### src/rtl/rst_seq_params.svh
// Operation
// [RULE1] five reset causes told apart
// [RULE2] retained group unknown on power-on only
// [RULE3] reset state except on watchdog wake
// [RULE4] timeout and power-down flags per cause
// [RULE5] master-clear pin filtered against short pulses
// [RULE6] watchdog reset never drives the pin
// [RULE7] hold reset until supply is adequate; code checks SUPPLY_OK_I only when brown-out is enabled
// [RULE8] power-on detector ignores supply decline
// [RULE9] 72 ms delay after power-on or brown-out
// [RULE10] delay enable bit is active low
// [RULE11] configure delay on when brown-out enabled
// [RULE12] then 1024 oscillator pin cycles
// [RULE13] oscillator delay crystal modes, power-on/wake only; code also runs it after brown-out
// [RULE14] brown-out enable bit is active high
// [RULE15] long supply dips cause brown-out reset
// [RULE16] wait for release level, then delay
// [RULE17] dip during delay restarts full delay
// [RULE18] delay after power-on pulse, then oscillator
// [RULE19] external clock, delay off: no wait
// [RULE20] delays run regardless of pin level
// [RULE21] power-on flag cleared by power-on only
// [RULE22] brown-out flag cleared by brown-out only
// [RULE23] new reset restarts whole sequence
`ifndef RST_SEQ_PARAMS_SVH
`define RST_SEQ_PARAMS_SVH
`define PWRUP_DELAY_MS 72
`define PWRUP_RC_HZ 32000
`define OSC_STARTUP_CYCLES 1024
`define MASTER_CLEAR_PIN_FILTER_CYCLES 8
`define BOD_MIN_CYCLES 4
`define REG_CTRL 32'h0000_0000
`define REG_STATUS 32'h0000_0004
`define REG_RETAIN 32'h0000_0008
`define STAT_POR_BIT 0
`define STAT_BOD_BIT 1
`define STAT_TO_BIT 2
`define STAT_PD_BIT 3
`define STAT_CAUSE_LSB 4
`define CTRL_SLEEP_BIT 0
`define CTRL_STATE_RST 8'h00
`endif

### src/rtl/rst_seq_pkg.sv
package rst_seq_pkg;
   typedef enum logic [2:0] {
      OSC_LP, OSC_XT, OSC_HS, OSC_EC, OSC_INT_IO, OSC_INT_CK, OSC_RC_IO, OSC_RC_CK
   } osc_mode_e;
   typedef enum logic [2:0] {
      CAUSE_NONE, CAUSE_POR, CAUSE_MASTER_CLEAR_PIN_RUN, CAUSE_MASTER_CLEAR_PIN_SLEEP, CAUSE_WDT, CAUSE_BOD,
      CAUSE_WDT_WAKE
   } cause_e;
   typedef enum {
      ST_HOLD, ST_POWERUP_DELAY_TIMER, ST_OST, ST_PIN, ST_RUN
   } seq_state_e;
endpackage

### src/rtl/reset_timeout_sequencer.sv
`timescale 1ns/1ps
`include "rst_seq_params.svh"
module reset_timeout_sequencer
   import rst_seq_pkg::*;
#(
   parameter int CLK_HZ = 40000000,
   parameter int POWERUP_DELAY_TIMER_MS = `PWRUP_DELAY_MS,
   parameter int RC_HZ = `PWRUP_RC_HZ,
   parameter int OST_CYCLES = `OSC_STARTUP_CYCLES,
   parameter int FILT_CYCLES = `MASTER_CLEAR_PIN_FILTER_CYCLES,
   parameter int BOD_CYCLES = `BOD_MIN_CYCLES
)(
   // clock and reset
   input wire logic SYS_CLK_I,
   input wire logic RST_I,
   // supply monitors
   input wire logic POR_PULSE_I,
   input wire logic SUPPLY_OK_I,
   input wire logic BELOW_TRIP_I,
   // pins and sources
   input wire logic MASTER_CLEAR_PIN_N_I,
   input wire logic OSCILLATOR_INPUT_PIN_I,
   input wire logic PWRUP_RC_TICK_I,
   input wire logic WATCHDOG_TIMER_EXPIRE_I,
   // configuration word
   input wire logic POWERUP_DELAY_ENABLE_N_I,
   input wire logic BROWNOUT_ENABLE_I,
   input wire logic MASTER_CLEAR_PIN_PIN_ENABLE_I,
   input wire logic [2:0] OSC_MODE_I,
   // apb slave
   input wire logic PSEL,
   input wire logic PENABLE,
   input wire logic PWRITE,
   input wire logic [31:0] PADDR,
   input wire logic [31:0] PWDATA,
   output logic [31:0] PRDATA,
   output logic PREADY,
   output logic PSLVERR,
   // reset outputs
   output logic CHIP_RESET_O,
   output logic STATE_RESET_O,
   output logic WAKE_O,
   output logic MASTER_CLEAR_PIN_OE_O
);
   localparam int POWERUP_DELAY_TIMER_TICKS = (POWERUP_DELAY_TIMER_MS * RC_HZ) / 1000;
   localparam int PW = $clog2(POWERUP_DELAY_TIMER_TICKS + 1);
   localparam int OW = $clog2(OST_CYCLES + 1);
   localparam int FW = $clog2(FILT_CYCLES + 1);
   localparam int BW = $clog2(BOD_CYCLES + 1);

   seq_state_e state_reg, state_next;
   logic [PW-1:0] powerup_delay_timer_cnt_reg;
   logic [OW-1:0] ost_cnt_reg;
   logic [FW-1:0] filt_cnt_reg;
   logic [BW-1:0] bod_cnt_reg;
   logic pin_low_reg, osc_prev_reg, sleep_reg, by_por_reg;
   logic por_flag_reg, bod_flag_reg, to_flag_reg, pd_flag_reg;
   cause_e cause_reg;
   logic [7:0] retain_reg, state_rst_reg;

   // source detection
   wire crystal = (OSC_MODE_I == OSC_LP) || (OSC_MODE_I == OSC_XT) || (OSC_MODE_I == OSC_HS);
   wire pin_raw_low = MASTER_CLEAR_PIN_PIN_ENABLE_I && !MASTER_CLEAR_PIN_N_I;
   wire master_clear_pin_evt = pin_low_reg && (state_reg == ST_RUN); // see [RULE5] [RULE20]
   wire bod_evt = BROWNOUT_ENABLE_I && (bod_cnt_reg == BW'(BOD_CYCLES)); // see [RULE14] [RULE15]
   wire wdt_run = WATCHDOG_TIMER_EXPIRE_I && !sleep_reg;
   wire wdt_wake = WATCHDOG_TIMER_EXPIRE_I && sleep_reg;
   wire supply_low = BROWNOUT_ENABLE_I && !SUPPLY_OK_I;
   wire osc_edge = OSCILLATOR_INPUT_PIN_I && !osc_prev_reg;
   // power-on pulse, filtered pin, watchdog in run, or a long supply dip when brown-out is enabled
   wire hard_rst = POR_PULSE_I || master_clear_pin_evt || bod_evt || wdt_run; // see [RULE8] [RULE1]
   wire need_ost = crystal && (by_por_reg || cause_reg == CAUSE_WDT_WAKE); // see [RULE13]

   // apb decode
   wire sel_ctrl = PADDR == `REG_CTRL;
   wire sel_stat = PADDR == `REG_STATUS;
   wire sel_ret = PADDR == `REG_RETAIN;
   wire mapped = sel_ctrl || sel_stat || sel_ret;
   wire apb_wr = PSEL && PENABLE && PWRITE && PREADY; // lands at the ready edge
   wire apb_rd = PSEL && PENABLE && !PWRITE && !PREADY;
   wire [31:0] rd_mux = sel_ctrl ? {31'h0000_0000, sleep_reg} :
      sel_stat ? {25'h000_0000, cause_reg, pd_flag_reg, to_flag_reg, bod_flag_reg,
                  por_flag_reg} :
      sel_ret ? {24'h00_0000, retain_reg} : 32'h0000_0000;

   // sequencer next state
   always_comb
   begin
      state_next = state_reg;
      unique case (state_reg)
         ST_HOLD: if (!POR_PULSE_I && !supply_low) // see [RULE7] [RULE16] [RULE18]
            state_next = (by_por_reg && !POWERUP_DELAY_ENABLE_N_I) ? ST_POWERUP_DELAY_TIMER : // see [RULE10]
               need_ost ? ST_OST : ST_PIN; // see [RULE19]
         ST_POWERUP_DELAY_TIMER: if (powerup_delay_timer_cnt_reg == PW'(POWERUP_DELAY_TIMER_TICKS)) // see [RULE9]
            state_next = need_ost ? ST_OST : ST_PIN; // see [RULE12]
         ST_OST: if (ost_cnt_reg == OW'(OST_CYCLES))
            state_next = ST_PIN;
         ST_PIN: if (!pin_raw_low) state_next = ST_RUN; // see [RULE20]
         ST_RUN: state_next = ST_RUN;
      endcase
      if (supply_low && state_reg == ST_POWERUP_DELAY_TIMER) state_next = ST_HOLD; // see [RULE17]
      if (wdt_wake && state_reg == ST_RUN) state_next = crystal ? ST_OST : ST_RUN;
      if (hard_rst) state_next = ST_HOLD; // see [RULE23]
   end

   // sequencer and timers
   always_ff @(posedge SYS_CLK_I)
   begin
      if (RST_I)
      begin
         state_reg <= ST_HOLD;
         powerup_delay_timer_cnt_reg <= '0;
         ost_cnt_reg <= '0;
         osc_prev_reg <= 1'b0;
      end
      else
      begin
         state_reg <= state_next;
         osc_prev_reg <= OSCILLATOR_INPUT_PIN_I;
         powerup_delay_timer_cnt_reg <= (state_reg != ST_POWERUP_DELAY_TIMER || state_next != ST_POWERUP_DELAY_TIMER) ? '0 :
            powerup_delay_timer_cnt_reg + PW'(PWRUP_RC_TICK_I); // see [RULE9]
         ost_cnt_reg <= (state_reg != ST_OST || state_next != ST_OST) ? '0 :
            ost_cnt_reg + OW'(osc_edge); // see [RULE12]
      end
   end

   // pin glitch filter and dip timer
   always_ff @(posedge SYS_CLK_I)
   begin
      if (RST_I)
      begin
         filt_cnt_reg <= '0;
         pin_low_reg <= 1'b0;
         bod_cnt_reg <= '0;
      end
      else
      begin
         filt_cnt_reg <= !pin_raw_low ? '0 :
            (filt_cnt_reg == FW'(FILT_CYCLES)) ? filt_cnt_reg : filt_cnt_reg + 1'b1;
         pin_low_reg <= pin_raw_low && (filt_cnt_reg == FW'(FILT_CYCLES)); // see [RULE5]
         bod_cnt_reg <= !BELOW_TRIP_I ? '0 :
            (bod_cnt_reg == BW'(BOD_CYCLES)) ? bod_cnt_reg : bod_cnt_reg + 1'b1;
      end
   end

   // cause capture and status flags
   always_ff @(posedge SYS_CLK_I)
   begin
      if (RST_I)
      begin
         por_flag_reg <= 1'b0;
         bod_flag_reg <= 1'b0;
         to_flag_reg <= 1'b1;
         pd_flag_reg <= 1'b1;
         cause_reg <= CAUSE_NONE;
         by_por_reg <= 1'b1;
         sleep_reg <= 1'b0;
      end
      else
      begin
         if (POR_PULSE_I)
         begin
            cause_reg <= CAUSE_POR;
            by_por_reg <= 1'b1;
            por_flag_reg <= 1'b0; // see [RULE21]
            to_flag_reg <= 1'b1; // see [RULE4]
            pd_flag_reg <= 1'b1;
            sleep_reg <= 1'b0;
         end
         else if (bod_evt)
         begin
            cause_reg <= CAUSE_BOD;
            by_por_reg <= 1'b1;
            bod_flag_reg <= 1'b0; // see [RULE22]
            to_flag_reg <= 1'b1; // see [RULE4]
            pd_flag_reg <= 1'b1;
            sleep_reg <= 1'b0;
         end
         else if (master_clear_pin_evt)
         begin
            cause_reg <= sleep_reg ? CAUSE_MASTER_CLEAR_PIN_SLEEP : CAUSE_MASTER_CLEAR_PIN_RUN;
            by_por_reg <= 1'b0;
            if (sleep_reg)
            begin
               to_flag_reg <= 1'b1; // see [RULE4]
               pd_flag_reg <= 1'b0;
            end
            sleep_reg <= 1'b0;
         end
         else if (wdt_run)
         begin
            cause_reg <= CAUSE_WDT;
            by_por_reg <= 1'b0;
            to_flag_reg <= 1'b0; // see [RULE4]
         end
         else if (wdt_wake)
         begin
            cause_reg <= CAUSE_WDT_WAKE;
            by_por_reg <= 1'b0;
            to_flag_reg <= 1'b0; // see [RULE4]
            pd_flag_reg <= 1'b0;
            sleep_reg <= 1'b0;
         end
         else if (apb_wr && sel_stat)
         begin
            por_flag_reg <= PWDATA[`STAT_POR_BIT];
            bod_flag_reg <= PWDATA[`STAT_BOD_BIT];
         end
         else if (apb_wr && sel_ctrl)
            sleep_reg <= PWDATA[`CTRL_SLEEP_BIT];
      end
   end

   // register block and outputs
   always_ff @(posedge SYS_CLK_I)
   begin
      if (RST_I)
      begin
         state_rst_reg <= `CTRL_STATE_RST;
         PRDATA <= 32'h0000_0000;
         PREADY <= 1'b0;
         PSLVERR <= 1'b0;
         CHIP_RESET_O <= 1'b1;
         STATE_RESET_O <= 1'b1;
         WAKE_O <= 1'b0;
         MASTER_CLEAR_PIN_OE_O <= 1'b0;
      end
      else
      begin
         PREADY <= PSEL && PENABLE && !PREADY;
         PSLVERR <= PSEL && PENABLE && !PREADY && !mapped;
         if (apb_rd) PRDATA <= rd_mux;
         if (hard_rst) state_rst_reg <= `CTRL_STATE_RST; // see [RULE3]
         CHIP_RESET_O <= state_next != ST_RUN; // see [RULE23]
         STATE_RESET_O <= hard_rst || (state_reg == ST_HOLD); // see [RULE3]
         WAKE_O <= wdt_wake;
         MASTER_CLEAR_PIN_OE_O <= 1'b0; // see [RULE6]
      end
   end

   // retained register: no reset of any kind
   always_ff @(posedge SYS_CLK_I)
   begin
      if (apb_wr && sel_ret) retain_reg <= PWDATA[7:0]; // see [RULE2]
   end

   // pin never driven by the block
   a_wdt_no_pin: assert property (@(posedge SYS_CLK_I) disable iff (RST_I) // see [RULE6]
      !MASTER_CLEAR_PIN_OE_O)
      else $error("pin driven");

   // power-on pulse holds the chip
   a_por_hold: assert property (@(posedge SYS_CLK_I) disable iff (RST_I) // see [RULE7]
      POR_PULSE_I |=> CHIP_RESET_O)
      else $error("reset not held");

   // delay runs to its full count
   a_powerup_delay_timer_full: assert property (@(posedge SYS_CLK_I) disable iff (RST_I) // see [RULE9]
      (state_reg == ST_POWERUP_DELAY_TIMER && powerup_delay_timer_cnt_reg != PW'(POWERUP_DELAY_TIMER_TICKS) && !hard_rst && !supply_low)
      |=> state_reg == ST_POWERUP_DELAY_TIMER) else $error("delay cut short");

   // oscillator wait only where it applies
   a_ost_after: assert property (@(posedge SYS_CLK_I) disable iff (RST_I) // see [RULE13]
      (state_reg == ST_OST) |-> need_ost)
      else $error("osc wait");

   // dip during delay goes back to hold
   a_dip_restart: assert property (@(posedge SYS_CLK_I) disable iff (RST_I) // see [RULE17]
      (state_reg == ST_POWERUP_DELAY_TIMER && supply_low) |=> state_reg == ST_HOLD)
      else $error("no restart");

   // any new reset restarts the sequence
   a_new_reset: assert property (@(posedge SYS_CLK_I) disable iff (RST_I) // see [RULE23]
      hard_rst |=> (state_reg == ST_HOLD && CHIP_RESET_O))
      else $error("restart lost");

   // power-on flag pattern
   a_por_flag: assert property (@(posedge SYS_CLK_I) disable iff (RST_I) // see [RULE21]
      POR_PULSE_I |=> !por_flag_reg && to_flag_reg && pd_flag_reg)
      else $error("por flags");

   // brown-out clears its flag
   a_bod_flag: assert property (@(posedge SYS_CLK_I) disable iff (RST_I) // see [RULE22]
      (bod_evt && !POR_PULSE_I) |=> !bod_flag_reg)
      else $error("bod flag");

   // a fresh low edge never resets at once
   a_pin_filter: assert property (@(posedge SYS_CLK_I) disable iff (RST_I) // see [RULE5]
      $rose(pin_raw_low) |=> !master_clear_pin_evt)
      else $error("glitch passed");

   // ready stands for one cycle only
   a_ready_pulse: assert property (@(posedge SYS_CLK_I) disable iff (RST_I) // see [RULE4]
      PREADY |=> !PREADY)
      else $error("ready stuck");

   // unmapped access answered with error
   a_apb_unmapped: assert property (@(posedge SYS_CLK_I) disable iff (RST_I) // see [RULE4]
      (PSEL && PENABLE && !PREADY && !mapped) |=> PSLVERR && PREADY)
      else $error("no slave error");

   // error only together with ready
   a_err_ready: assert property (@(posedge SYS_CLK_I) disable iff (RST_I) // see [RULE4]
      PSLVERR |-> PREADY)
      else $error("error without ready");

   // ready only after an access cycle
   a_ready_access: assert property (@(posedge SYS_CLK_I) disable iff (RST_I) // see [RULE4]
      PREADY |-> $past(PSEL && PENABLE))
      else $error("ready without access");

   // chip released when run is reached
   a_run_release: assert property (@(posedge SYS_CLK_I) disable iff (RST_I) // see [RULE23]
      (state_next == ST_RUN) |=> !CHIP_RESET_O)
      else $error("release missing");

   // hold state loads reset state
   a_hold_state: assert property (@(posedge SYS_CLK_I) disable iff (RST_I) // see [RULE3]
      (state_reg == ST_HOLD) |=> STATE_RESET_O)
      else $error("state reset missing");

   // watchdog wake keeps register state
   a_wake_keeps: assert property (@(posedge SYS_CLK_I) disable iff (RST_I) // see [RULE3]
      (wdt_wake && !hard_rst && state_reg == ST_RUN) |=> !STATE_RESET_O && WAKE_O)
      else $error("wake reset state");

   // watchdog wake flag pattern
   a_wake_flags: assert property (@(posedge SYS_CLK_I) disable iff (RST_I) // see [RULE4]
      (wdt_wake && !POR_PULSE_I && !bod_evt && !master_clear_pin_evt) |=> !to_flag_reg && !pd_flag_reg)
      else $error("wake flags");

   // watchdog reset flag pattern
   a_wdt_flags: assert property (@(posedge SYS_CLK_I) disable iff (RST_I) // see [RULE4]
      (wdt_run && !POR_PULSE_I && !bod_evt && !master_clear_pin_evt) |=> !to_flag_reg)
      else $error("watchdog flags");

   // pin reset in sleep flag pattern
   a_master_clear_pin_sleep: assert property (@(posedge SYS_CLK_I) disable iff (RST_I) // see [RULE4]
      (master_clear_pin_evt && sleep_reg && !POR_PULSE_I && !bod_evt)
      |=> cause_reg == CAUSE_MASTER_CLEAR_PIN_SLEEP && to_flag_reg && !pd_flag_reg) else $error("sleep pin");

   // brown-out cause and flags
   a_bod_cause: assert property (@(posedge SYS_CLK_I) disable iff (RST_I) // see [RULE1]
      (bod_evt && !POR_PULSE_I) |=> cause_reg == CAUSE_BOD && to_flag_reg && pd_flag_reg)
      else $error("bod cause");

   // power-on cause recorded
   a_por_cause: assert property (@(posedge SYS_CLK_I) disable iff (RST_I) // see [RULE1]
      POR_PULSE_I |=> cause_reg == CAUSE_POR)
      else $error("por cause");

   // power-on flag kept by other events
   a_por_kept: assert property (@(posedge SYS_CLK_I) disable iff (RST_I) // see [RULE21]
      (!POR_PULSE_I && !(apb_wr && sel_stat)) |=> por_flag_reg == $past(por_flag_reg))
      else $error("por flag changed");

   // delay skipped when disabled
   a_powerup_delay_timer_skip: assert property (@(posedge SYS_CLK_I) disable iff (RST_I) // see [RULE10]
      (state_reg == ST_HOLD && POWERUP_DELAY_ENABLE_N_I && !hard_rst) |=> state_reg != ST_POWERUP_DELAY_TIMER)
      else $error("delay not skipped");

   // no wait with external clock and delay off
   a_ec_no_wait: assert property (@(posedge SYS_CLK_I) disable iff (RST_I) // see [RULE19]
      (state_reg == ST_HOLD && !hard_rst && !POR_PULSE_I && !supply_low && !crystal &&
      POWERUP_DELAY_ENABLE_N_I) |=> state_reg == ST_PIN) else $error("needless wait");

   // no oscillator wait when not needed
   a_ost_gate: assert property (@(posedge SYS_CLK_I) disable iff (RST_I) // see [RULE13]
      (state_reg == ST_POWERUP_DELAY_TIMER && powerup_delay_timer_cnt_reg == PW'(POWERUP_DELAY_TIMER_TICKS) && !need_ost && !hard_rst &&
      !supply_low) |=> state_reg == ST_PIN) else $error("osc wait taken");

   // low pin holds the finished sequence
   a_pin_wait: assert property (@(posedge SYS_CLK_I) disable iff (RST_I) // see [RULE20]
      (state_reg == ST_PIN && pin_raw_low && !hard_rst) |=> state_reg == ST_PIN)
      else $error("left with pin low");

   // hold until supply is back
   a_hold_supply: assert property (@(posedge SYS_CLK_I) disable iff (RST_I) // see [RULE16]
      (state_reg == ST_HOLD && supply_low) |=> state_reg == ST_HOLD)
      else $error("left hold early");

   // long dip resets the chip
   a_dip_reset: assert property (@(posedge SYS_CLK_I) disable iff (RST_I) // see [RULE15]
      (BROWNOUT_ENABLE_I && bod_cnt_reg == BW'(BOD_CYCLES)) |=> state_reg == ST_HOLD && STATE_RESET_O)
      else $error("dip ignored");
endmodule // reset_timeout_sequencer

### config.mk
export PLATFORM = sky130hd
export DESIGN_NAME = reset_timeout_sequencer
export DESIGN_NICKNAME = d
export VERILOG_FILES = /design/src/rtl/rst_seq_pkg.sv /design/src/rtl/reset_timeout_sequencer.sv
export VERILOG_INCLUDE_DIRS = /design/src /design/src/rtl
export SDC_FILE = /design/constraint.sdc
export NUM_CORES = 1
export LEC_CHECK = 0
export BUFFER_PORTS_ARGS = -buffer_cell sky130_fd_sc_hd__buf_4
export CORE_UTILIZATION = 40
export CTS_CLUSTER_DIAMETER = 80
export DETAILED_ROUTE_END_ITERATION = 16
export GPL_ROUTABILITY_DRIVEN = 0
export PLACE_DENSITY_LB_ADDON = 0.15
export SYNTH_ARGS = -nofsm -noshare
export SYNTH_HDL_FRONTEND = slang
export SYNTH_SLANG_ARGS = --single-unit
### constraint.sdc
create_clock -name SYS_CLK_I -period 4.3 [get_ports SYS_CLK_I]
set_clock_uncertainty 0.05 [all_clocks]
set_input_delay 0.215 -clock SYS_CLK_I [delete_from_list [all_inputs] [get_ports SYS_CLK_I]]
set_output_delay 0.215 -clock SYS_CLK_I [all_outputs]
set_load 0.05 [all_outputs]
==> metrics.yaml, run 1 <==
run_status:
  status: "finished clean"
clock_tree:
  clockRootBuffer: "clkbuf_8"
  cts_tree: "yes"
  post_cts_buffers: 0
  htreeDepth: 3
  cts_buffer_depth: 2
  path_clk_slew_ns: 0.08
  numClockSinks: 94
  cts_buffers: 9
  clock_latency_ns: 0.36
synth:
  ys_ff_latch: 94
  yosysSeqAreaShare_pct: 46.7
  synth_edf_count: 8
  ys.flop_type: "dfxtp_1"
  syn-mean-instance-area_sq_um: 9.22
  synth_top_area_share_pct: 41.0
  synthArstFlopShare_pct: 0
  post_synth_main_area_contributors: "dfxtp_1 (41%), and3_1 (6.3%), edfxtp_1 (5.7%), buf_4 (4.8%), nor2_1 (3.8%)"
  yosysTopAreaCell: "dfxtp_1"
  synth_area_sq_um: 4200
  post_synth_inst_count: 456
  ys.warnings.count: 0
  yosys.cell_types.count: 58
layout:
  postLayoutCoreUtil_pct: 48.6
  antennaDiodeCount: 0
  final_layout_size_suffix_gt1_share_pct: 19.1
  multi_input_area_sq_um: 2030
  nNetsFinal: 620
  finalInstanceArea_sq_um: 5000
  fillers: 969
  largest_reg_flops: 32
  syn_to_final_growth_pct: 18.9
  ff_latch_area_sq_um: 1960
global_routing:
  grt_pass1_wl_microns: 14700
  grt_pass1_vias: 3150
  track_usage_pct: 16.7
  grt.overflow.total: 0
  grt_max_degree: 34
  antenna_found_initial: 0
critical_path:
  crit_type: "reg2reg"
  worstPathArrival_ns: 2.86
  cp.required_ns: 4.52
  endpoint_kind: "register"
  path_max_fanout: 12
  crit_path_start_kind: "register"
drt:
  ant_nets: 0
  routed_wl_microns: 8720
  dr.pass1.iters: 4
  vias: 3382
  wire_per_inst_microns: 13.0
  remaining_drc_errors: 0
  drt-initial-drc-count: 114
  vias_per_cell: 5.04
sta:
  relSlewSlack_pct: 42.7
  worstMarginPinSlew_ns: 0.852
  clock.fmax_mhz: 379
  drv_slew: 0
  finalHoldViolCount: 0
  setup_tns_ns: 0
  setup_viol: 0
  period_needed_ns: 2.64
  rsz0062_at_grt: "no"
  setup_ws_ns: 1.66
  fin_crit_sh_pct: 61.4
placement:
  io_buffers: 70
  placed_area_sq_um: 4740
  dp_hpwl_microns: 6350
  pre_cts_slack_ns: 1.68
power_and_ir_drop:
  ir_drop_uv: 131
  p_leak_nw: 2.06
  p_per_area_nw_per_um2: 314
  fin_total_pwr_mw: 1.57
floorplan:
  core_sq_um: 10300
  pin_count: 120
  start_util_pct: 40.9
  die_x_microns: 105
  dieArea_sq_um: 10900
  die_y_microns: 105
  fp-row-count: 37
job:
  cap_violations: 0
min_path:
  hp-class: "in2reg"
-- per-stage QoR --
stage,std cells,hold slack (ns)
2_1_floorplan,480,0.244
3_3_place_gp,647,0.345
3_5_place_dp,647,0.345
4_1_cts,671,0.00517
5_1_grt,671,0.0109
6_report,671,0.0235
-- per-layer routing --
layer	track usage [%]	vias up	share of wire [%]
li1	-	1729	-
met1	21.7	1550	50
met2	26.5	81	44
met3	3.01	22	3.9
met4	7.96	0	2.4
met5	0	-	0
-- Yosys cell counts, drive strengths merged, types with 3 or more instances --
cell type	number
nor3b	3
nand2	35
a21boi	3
nor3	11
a21oi	13
nor4b	3
a31oi	5
xor2	12
a22oi	6
nor2	43
nor2b	4
nor4bb	3
inv	10
nand2b	7
dfxtp	86
and3	43
nand4	5
xnor2	9
and2	5
nand3	23
mux2i	5
edfxtp	8
clkbuf	9
ha	8
nor4	20
o21ai	16
buf	32
-- layout make-up --
type / instances / area share, %
clock inverter: 6 / 0.726
timing repair buffer: 80 / 12.4
multi-input combinational: 335 / 40.7
tap: 136 / 3.40
inverter: 10 / 0.751
clock buffer: 10 / 2.75
sequential: 94 / 39.2
-- logic make-up after synthesis --
logic type / after synthesis / synth area share [%]
adders and majority gates: 8 / 2.38
other: 1 / 0.0892
xor gates and xnor gates: 21 / 4.38
buffers and inverters: 51 / 7.17
DFF: 94 / 46.7
and+or+nand+nor: 217 / 28.5
AOI/OAI and AO/OA: 58 / 9.35
muxes: 6 / 1.46
-- critical path, cell delays in order (launching register included) --
cell	delay (ns)
dfxtp_1	0.38
inv_1	0.06
ha_1	0.25
a31oi_1	0.38
o21ai_1	0.27
nor3_1	0.23
nand4_1	0.53
nor4_4	0.41
-- what timing repair did --
item	4_1_cts	5_1_grt
gates resized for setup	0	0
endpoints found under the hold margin	8	0
hold buffers	8	0
-- cell usage in the layout, fill, tap and decap left out, types with 3 or more instances in the layout --
cell	n
ha_1	8
nand2_1	35
edfxtp_1	8
conb_1	25
xor2_1	12
nor2b_1	4
nand4_1	5
and2_1	5
nor4b_1	3
a22oi_1	6
a31oi_1	5
nor3_1	11
nand2b_1	7
clkbuf_8	10
mux2i_1	5
buf_4	72
clkinv_2	3
a21oi_1	12
a21boi_0	3
xnor2_1	9
o21ai_0	15
and3_1	42
dfxtp_1	86
inv_1	10
nor4_1	18
nor4bb_1	3
nand3_1	23
dlygate4sd3_1	8
nor2_1	43
-- path summary, 6_finish.rpt --
| path | end | depth (start not counted) | slack (ns) | from |
|---|---|---|---|---|
| min reg2reg | PRDATA[7]$_SDFFE_PP0P_ | 2 | 0.41 | PRDATA[7]$_SDFFE_PP0P_ |
| min | por_flag_reg$_SDFFE_PP0P_ | 2 | 0.02 | POR_PULSE_I |
| max reg2reg | powerup_delay_timer_cnt_reg[8]$_SDFF_PP0_ | 7 | 1.66 | bod_cnt_reg[0]$_SDFFE_PP0P_ |
| max | powerup_delay_timer_cnt_reg[8]$_SDFF_PP0_ | 7 | 1.66 | bod_cnt_reg[0]$_SDFFE_PP0P_ |
-- report_power, final --
group          internal (mW)  total [mW]  switching, mW
registers              0.886       0.892        0.00599
clock network          0.223       0.519          0.296
logic                 0.0583       0.157         0.0983
total                   1.17        1.57          0.400
No activity file was read; power rests on OpenSTA's default activity.
==> run 2, diff against run 1 <==
==> constraint.sdc (replaced) <==
create_clock -name SYS_CLK_I -period 2.7 [get_ports SYS_CLK_I]
set_clock_uncertainty 0.05 [all_clocks]
set_input_delay 0.135 -clock SYS_CLK_I [delete_from_list [all_inputs] [get_ports SYS_CLK_I]]
set_output_delay 0.135 -clock SYS_CLK_I [all_outputs]
set_load 0.05 [all_outputs]
==> metrics.yaml, run 2 (synthesis gave the netlist of run 1 again) <==
layout:
  final_layout_size_suffix_gt1_share_pct: 19.6  # +0.49 points
  antennaDiodeCount: 0  # unchanged
  layout_common_cells: "dfxtp_1 (86), buf_4 (77), nor2_1 (43)"
  finalInstanceArea_sq_um: 5090  # +1.8%
  largest_reg_flops: 32  # unchanged
  instances_no_fill: 678  # +1.0%
  fillers: 1001  # +3.3%
  syn_to_final_growth_pct: 21.1
  nNetsFinal: 627  # +1.1%
  mostFrequentLayoutCell: "dfxtp_1"
power_and_ir_drop:
  p_sw_uw: 649  # +62%
  p_per_area_nw_per_um2: 519  # +65%
  switching_share_pct: 24.6  # -0.95 points
  p_leak_nw: 2.11  # +2.6%
  pwr-share-seq_pct: 53.8  # -3.1 points
  intPower_mw: 1.99  # +71%
  p_clk_share_pct: 36.6  # +3.5 points
  ir_drop_uv: 204  # +56%
  p_comb_share_pct: 9.6  # -0.4 points
  fin_total_pwr_mw: 2.64  # +68%
clock_tree:
  clock_latency_ns: 0.36  # about the same
  cts_hold_buffers: 10  # +2
  cts_buffer_depth: 2  # unchanged
  cts_buffers: 9  # unchanged
  cts_resized: 0  # unchanged
  numClockSinks: 94  # unchanged
  path_clk_slew_ns: 0.09  # about the same
  clockRootBuffer: "clkbuf_8"
  post_cts_buffers: 0  # unchanged
  cts_tree: "yes"
  htreeDepth: 3  # unchanged
global_routing:
  use_met3_pct: 4.14  # +1.1 points
  met1_usage_pct: 22.1  # +0.36 points
  grt.overflow.total: 0  # unchanged
  track_usage_pct: 16.7  # +0.029 points
  grt_most_used_layer: "met2"
  grt_max_degree: 31  # -8.8%
  antenna_found_initial: 0  # unchanged
  use_met2_pct: 26.7  # +0.14 points
  grt_pass1_vias: 3175  # +0.79%
  grt_pass1_wl_microns: 14800  # +0.65%
drt:
  vias: 3390  # +0.24%
  routed_wl_microns: 8860  # +1.6%
  remaining_drc_errors: 0  # unchanged
  wire_per_inst_microns: 13.1  # +0.56%
  vias_per_cell: 5.00  # -0.80%
  drt-initial-drc-count: 152  # +33%
  ant_nets: 0  # unchanged
  dr.pass1.iters: 4  # unchanged
floorplan:
  fp-row-count: 37  # unchanged
  core_sq_um: 10300  # unchanged
  dieArea_sq_um: 10900  # unchanged
  die_y_microns: 105  # unchanged
  die_x_microns: 105  # unchanged
  start_util_pct: 40.9  # unchanged
  pin_count: 120  # unchanged
sta:
  finalHoldViolCount: 0  # unchanged
  period_needed_ns: 2.31  # -0.326 ns
  setup_ws_ns: 0.386  # -1.27 ns
  drv_slew: 0  # unchanged
  setup_tns_ns: 0  # unchanged
  rsz0062_at_grt: "no"
  clock.fmax_mhz: 432  # +14%
  worstMarginPinSlew_ns: 0.561  # -0.291 ns
  relSlewSlack_pct: 62.4  # +20 points
  fin_crit_sh_pct: 85.7  # +24 points
  setup_viol: 0  # unchanged
critical_path:
  path_max_fanout: 9  # -3
  r2r_cells: 9  # +2
  worstPathArrival_ns: 2.56  # -0.30 ns
  endpoint_kind: "register"
  cp.required_ns: 2.95  # -1.57 ns
  reg2reg_slack_ns: 0.39  # -1.27 ns
  crit_type: "reg2reg"
  r2r-end: "ost_cnt_reg[4]$_SDFF_PP0_"
  crit_path_start_kind: "register"
  timing.rr.start: "bod_cnt_reg[0]$_SDFFE_PP0P_"
placement:
  placed_area_sq_um: 4780  # +0.79%
  io_buffers: 70  # unchanged
  pre_cts_slack_ns: 0.434  # -1.24 ns
  numPlacedInstances: 652  # +0.77%
  dp_hpwl_microns: 6510  # +2.5%
min_path:
  hp-class: "in2reg"
  holdPathEnd: "PSLVERR$_SDFF_PP0_"
  hp-start: "PADDR[3]"
  hold_depth: 3  # +1
job:
  cap_violations: 0  # unchanged
run_status:
  status: "finished clean"
-- run 2: cell count changes in the layout (fill, tap and decap cells not counted), sizes merged --
cell / change
clkbuf: +1
clkinvlp: -2
dlygate4sd3: +2
buf: +5
bufinv: +1
-- run 2: layer usage --
layer  vias to the layer above  part of all wire (%)
met5                         -                     0
met4                         0                  0.79
met3                         6                   4.5
met2                        77                    46
met1                      1567                    49
li1                       1740                     -
-- run 2: cell type report --
class | instances | area, sq um | area share, %
multi-input cells | 335 | 2030 | 40.0
flip-flops and latches | 94 | 1960 | 38.5
repair buffers | 87 | 678 | 13.3
well taps | 136 | 170 | 3.34
clock buffers | 11 | 153 | 3.00
clock inverters | 5 | 55.1 | 1.08
inverters | 10 | 37.5 | 0.737
-- run 2: power by group through the flow --
stage | Clock (mW) | Combinational [mW] | Sequential, mW
floorplan | 0 | 0.175 | 1.45
global placement | 0 | 0.239 | 1.45
detailed placement | 0 | 0.241 | 1.45
CTS | 0.990 | 0.254 | 1.42
global route | 1.06 | 0.273 | 1.42
finish | 0.966 | 0.252 | 1.42
-- run 2: worst max-delay path by stage --
stage                                 from                          to  cells after the start
6_report       bod_cnt_reg[0]$_SDFFE_PP0P_   ost_cnt_reg[4]$_SDFF_PP0_                      9
5_1_grt        bod_cnt_reg[0]$_SDFFE_PP0P_   ost_cnt_reg[2]$_SDFF_PP0_                      9
3_5_place_dp   bod_cnt_reg[0]$_SDFFE_PP0P_   ost_cnt_reg[4]$_SDFF_PP0_                      9
2_1_floorplan  bod_cnt_reg[0]$_SDFFE_PP0P_  ost_cnt_reg[10]$_SDFF_PP0_                      9
4_1_cts        bod_cnt_reg[0]$_SDFFE_PP0P_   ost_cnt_reg[4]$_SDFF_PP0_                      9
3_3_place_gp   bod_cnt_reg[0]$_SDFFE_PP0P_   ost_cnt_reg[9]$_SDFF_PP0_                      9
-- run 2: critical path, cell delays in order (launching register included) --
cell,delay (ns)
dfxtp_1,0.38
inv_1,0.06
ha_1,0.25
a31oi_1,0.21
buf_4,0.16
o21ai_1,0.14
nor2_1,0.29
and4b_1,0.29
a21bo_2,0.31
nor2_1,0.11
-- run 2: per-stage QoR --
stage          hold slack, ns  utilization [%]
6_report               0.0175             49.5
5_1_grt                0.0272             49.5
4_1_cts                0.0112             49.5
3_5_place_dp            0.265             46.5
3_3_place_gp            0.265             46.5
2_1_floorplan           0.164                -
==> run 3, diff against run 2 <==
==> constraint.sdc (replaced) <==
create_clock -name SYS_CLK_I -period 2.9 [get_ports SYS_CLK_I]
set_clock_uncertainty 0.05 [all_clocks]
set_input_delay 0.145 -clock SYS_CLK_I [delete_from_list [all_inputs] [get_ports SYS_CLK_I]]
set_output_delay 0.145 -clock SYS_CLK_I [all_outputs]
set_load 0.05 [all_outputs]
==> metrics.yaml, run 3 (synthesis gave the netlist of run 1 again) <==
run_status:
  status: "finished clean"
floorplan:
  die_y_microns: 105  # unchanged
  start_util_pct: 40.9  # unchanged
  core_sq_um: 10300  # unchanged
  pin_count: 120  # unchanged
  die_x_microns: 105  # unchanged
  dieArea_sq_um: 10900  # unchanged
  fp-row-count: 37  # unchanged
sta:
  relSlewSlack_pct: 64.3  # +1.9 points
  worstMarginPinSlew_ns: 0.533  # -0.0279 ns
  rsz0062_at_grt: "no"
  setup_viol: 0  # unchanged
  finalHoldViolCount: 0  # unchanged
  period_needed_ns: 2.38  # +0.0707 ns
  fin_crit_sh_pct: 82.2  # -3.5 points
  setup_tns_ns: 0  # unchanged
  drv_slew: 0  # unchanged
  clock.fmax_mhz: 419  # -3.0%
drt:
  routed_wl_microns: 8810  # -0.56%
  drt-initial-drc-count: 175  # +15%
  vias_per_cell: 4.99  # -0.12%
  vias: 3376  # -0.41%
  wire_per_inst_microns: 13.0  # -0.27%
  dr.pass1.iters: 4  # unchanged
  ant_nets: 0  # unchanged
  remaining_drc_errors: 0  # unchanged
clock_tree:
  post_cts_buffers: 0  # unchanged
  cts_tree: "yes"
  cts_buffers: 9  # unchanged
  clockRootBuffer: "clkbuf_8"
  cts_hold_buffers: 10  # unchanged
  path_clk_slew_ns: 0.09  # about the same
  cts_buffer_depth: 2  # unchanged
  cts_resized: 0  # unchanged
  numClockSinks: 94  # unchanged
  htreeDepth: 3  # unchanged
  clock_latency_ns: 0.36  # about the same
global_routing:
  grt_pass1_wl_microns: 15200  # +2.6%
  grt_max_degree: 31  # unchanged
  grt.overflow.total: 0  # unchanged
  grt_pass1_vias: 3254  # +2.5%
  antenna_found_initial: 0  # unchanged
  track_usage_pct: 17.2  # +0.48 points
critical_path:
  worstPathArrival_ns: 2.63  # +0.07 ns
  endpoint_kind: "register"
  cp.required_ns: 3.15  # +0.20 ns
  crit_type: "reg2reg"
  path_max_fanout: 9  # unchanged
  crit_path_start_kind: "register"
layout:
  mostFrequentLayoutCell: "dfxtp_1"
  antennaDiodeCount: 0  # unchanged
  nNetsFinal: 625  # -0.32%
  final_layout_size_suffix_gt1_share_pct: 19.3  # -0.30 points
  syn_to_final_growth_pct: 20.2
  layout_common_cells: "dfxtp_1 (86), buf_4 (75), nor2_1 (43)"
  largest_reg_flops: 32  # unchanged
  postLayoutCoreUtil_pct: 49.1  # -0.38 points
job:
  cap_violations: 0  # unchanged
power_and_ir_drop:
  fin_total_pwr_mw: 2.37  # -10%
  p_leak_nw: 2.09  # -1.0%
  p_per_area_nw_per_um2: 469  # -9.5%
  ir_drop_uv: 207  # +1.1%
placement:
  io_buffers: 70  # unchanged
  dp_hpwl_microns: 6440  # -1.0%
min_path:
  hp-class: "in2reg"
run 3: cell types whose count changed in the layout (fill, tap and decap cells not counted), sizes merged:
cell,delta
buf,-2
bufinv,-1
clkbuf,+1
clkinv,-1
inv,+1
run 3: layer usage:
layer	wire length, microns	GRT usage [%]
met1	4170	22.7
met2	4100	27.4
met3	434	3.88
met4	109	5.92
met5	0	0
run 3: worst paths after layout:
check / end / slack, ns / depth (start not counted) / start
worst max-delay path: ost_cnt_reg[6]$_SDFF_PP0_ / 0.52 / 8 / bod_cnt_reg[0]$_SDFFE_PP0P_
worst min-delay path: PSLVERR$_SDFF_PP0_ / 0.02 / 3 / PADDR[3]
worst max register to register: ost_cnt_reg[6]$_SDFF_PP0_ / 0.52 / 8 / bod_cnt_reg[0]$_SDFFE_PP0P_
worst min register to register: PRDATA[1]$_SDFFE_PP0P_ / 0.41 / 2 / PRDATA[1]$_SDFFE_PP0P_
run 3: layout make-up:
| cell class | instances | area, sq um |
|---|---|---|
| multi-input combinational | 335 | 2030 |
| clock inverter | 4 | 28.8 |
| inverter | 10 | 37.5 |
| fill | 990 | 5230 |
| clock buffer | 12 | 155 |
| tap | 136 | 170 |
| sequential | 94 | 1960 |
| timing repair buffer | 85 | 663 |
run 3: worst max-delay path: stages (launching register included):
cell and delay, ns:
dfxtp_1 0.38, inv_1 0.06, ha_1 0.24, a31oi_1 0.37
o21ai_1 0.24, nor2_1 0.28, and4b_1 0.28, a21bo_2 0.31
nor2_1 0.12
run 3: report_power, final:
| part | total [mW] | switching, mW | internal [mW] | leakage [nW] |
|---|---|---|---|---|
| clock network | 0.813 | 0.450 | 0.363 | 0.0973 |
| logic | 0.234 | 0.146 | 0.0882 | 1.23 |
| registers | 1.32 | 0.00925 | 1.31 | 0.766 |
| total | 2.37 | 0.605 | 1.77 | 2.09 |
run 3: through the flow:
step / instance area (sq um) / setup WS, ns / instances / hold slack (ns)
2_1_floorplan: 4290 / 0.837 / 480 / 0.174
3_3_place_gp: 4770 / 0.557 / 650 / 0.275
3_5_place_dp: 4770 / 0.512 / 650 / 0.275
4_1_cts: 5050 / 0.509 / 676 / 0.0101
5_1_grt: 5050 / 0.304 / 676 / 0.0128
6_report: 5050 / 0.515 / 676 / 0.0232
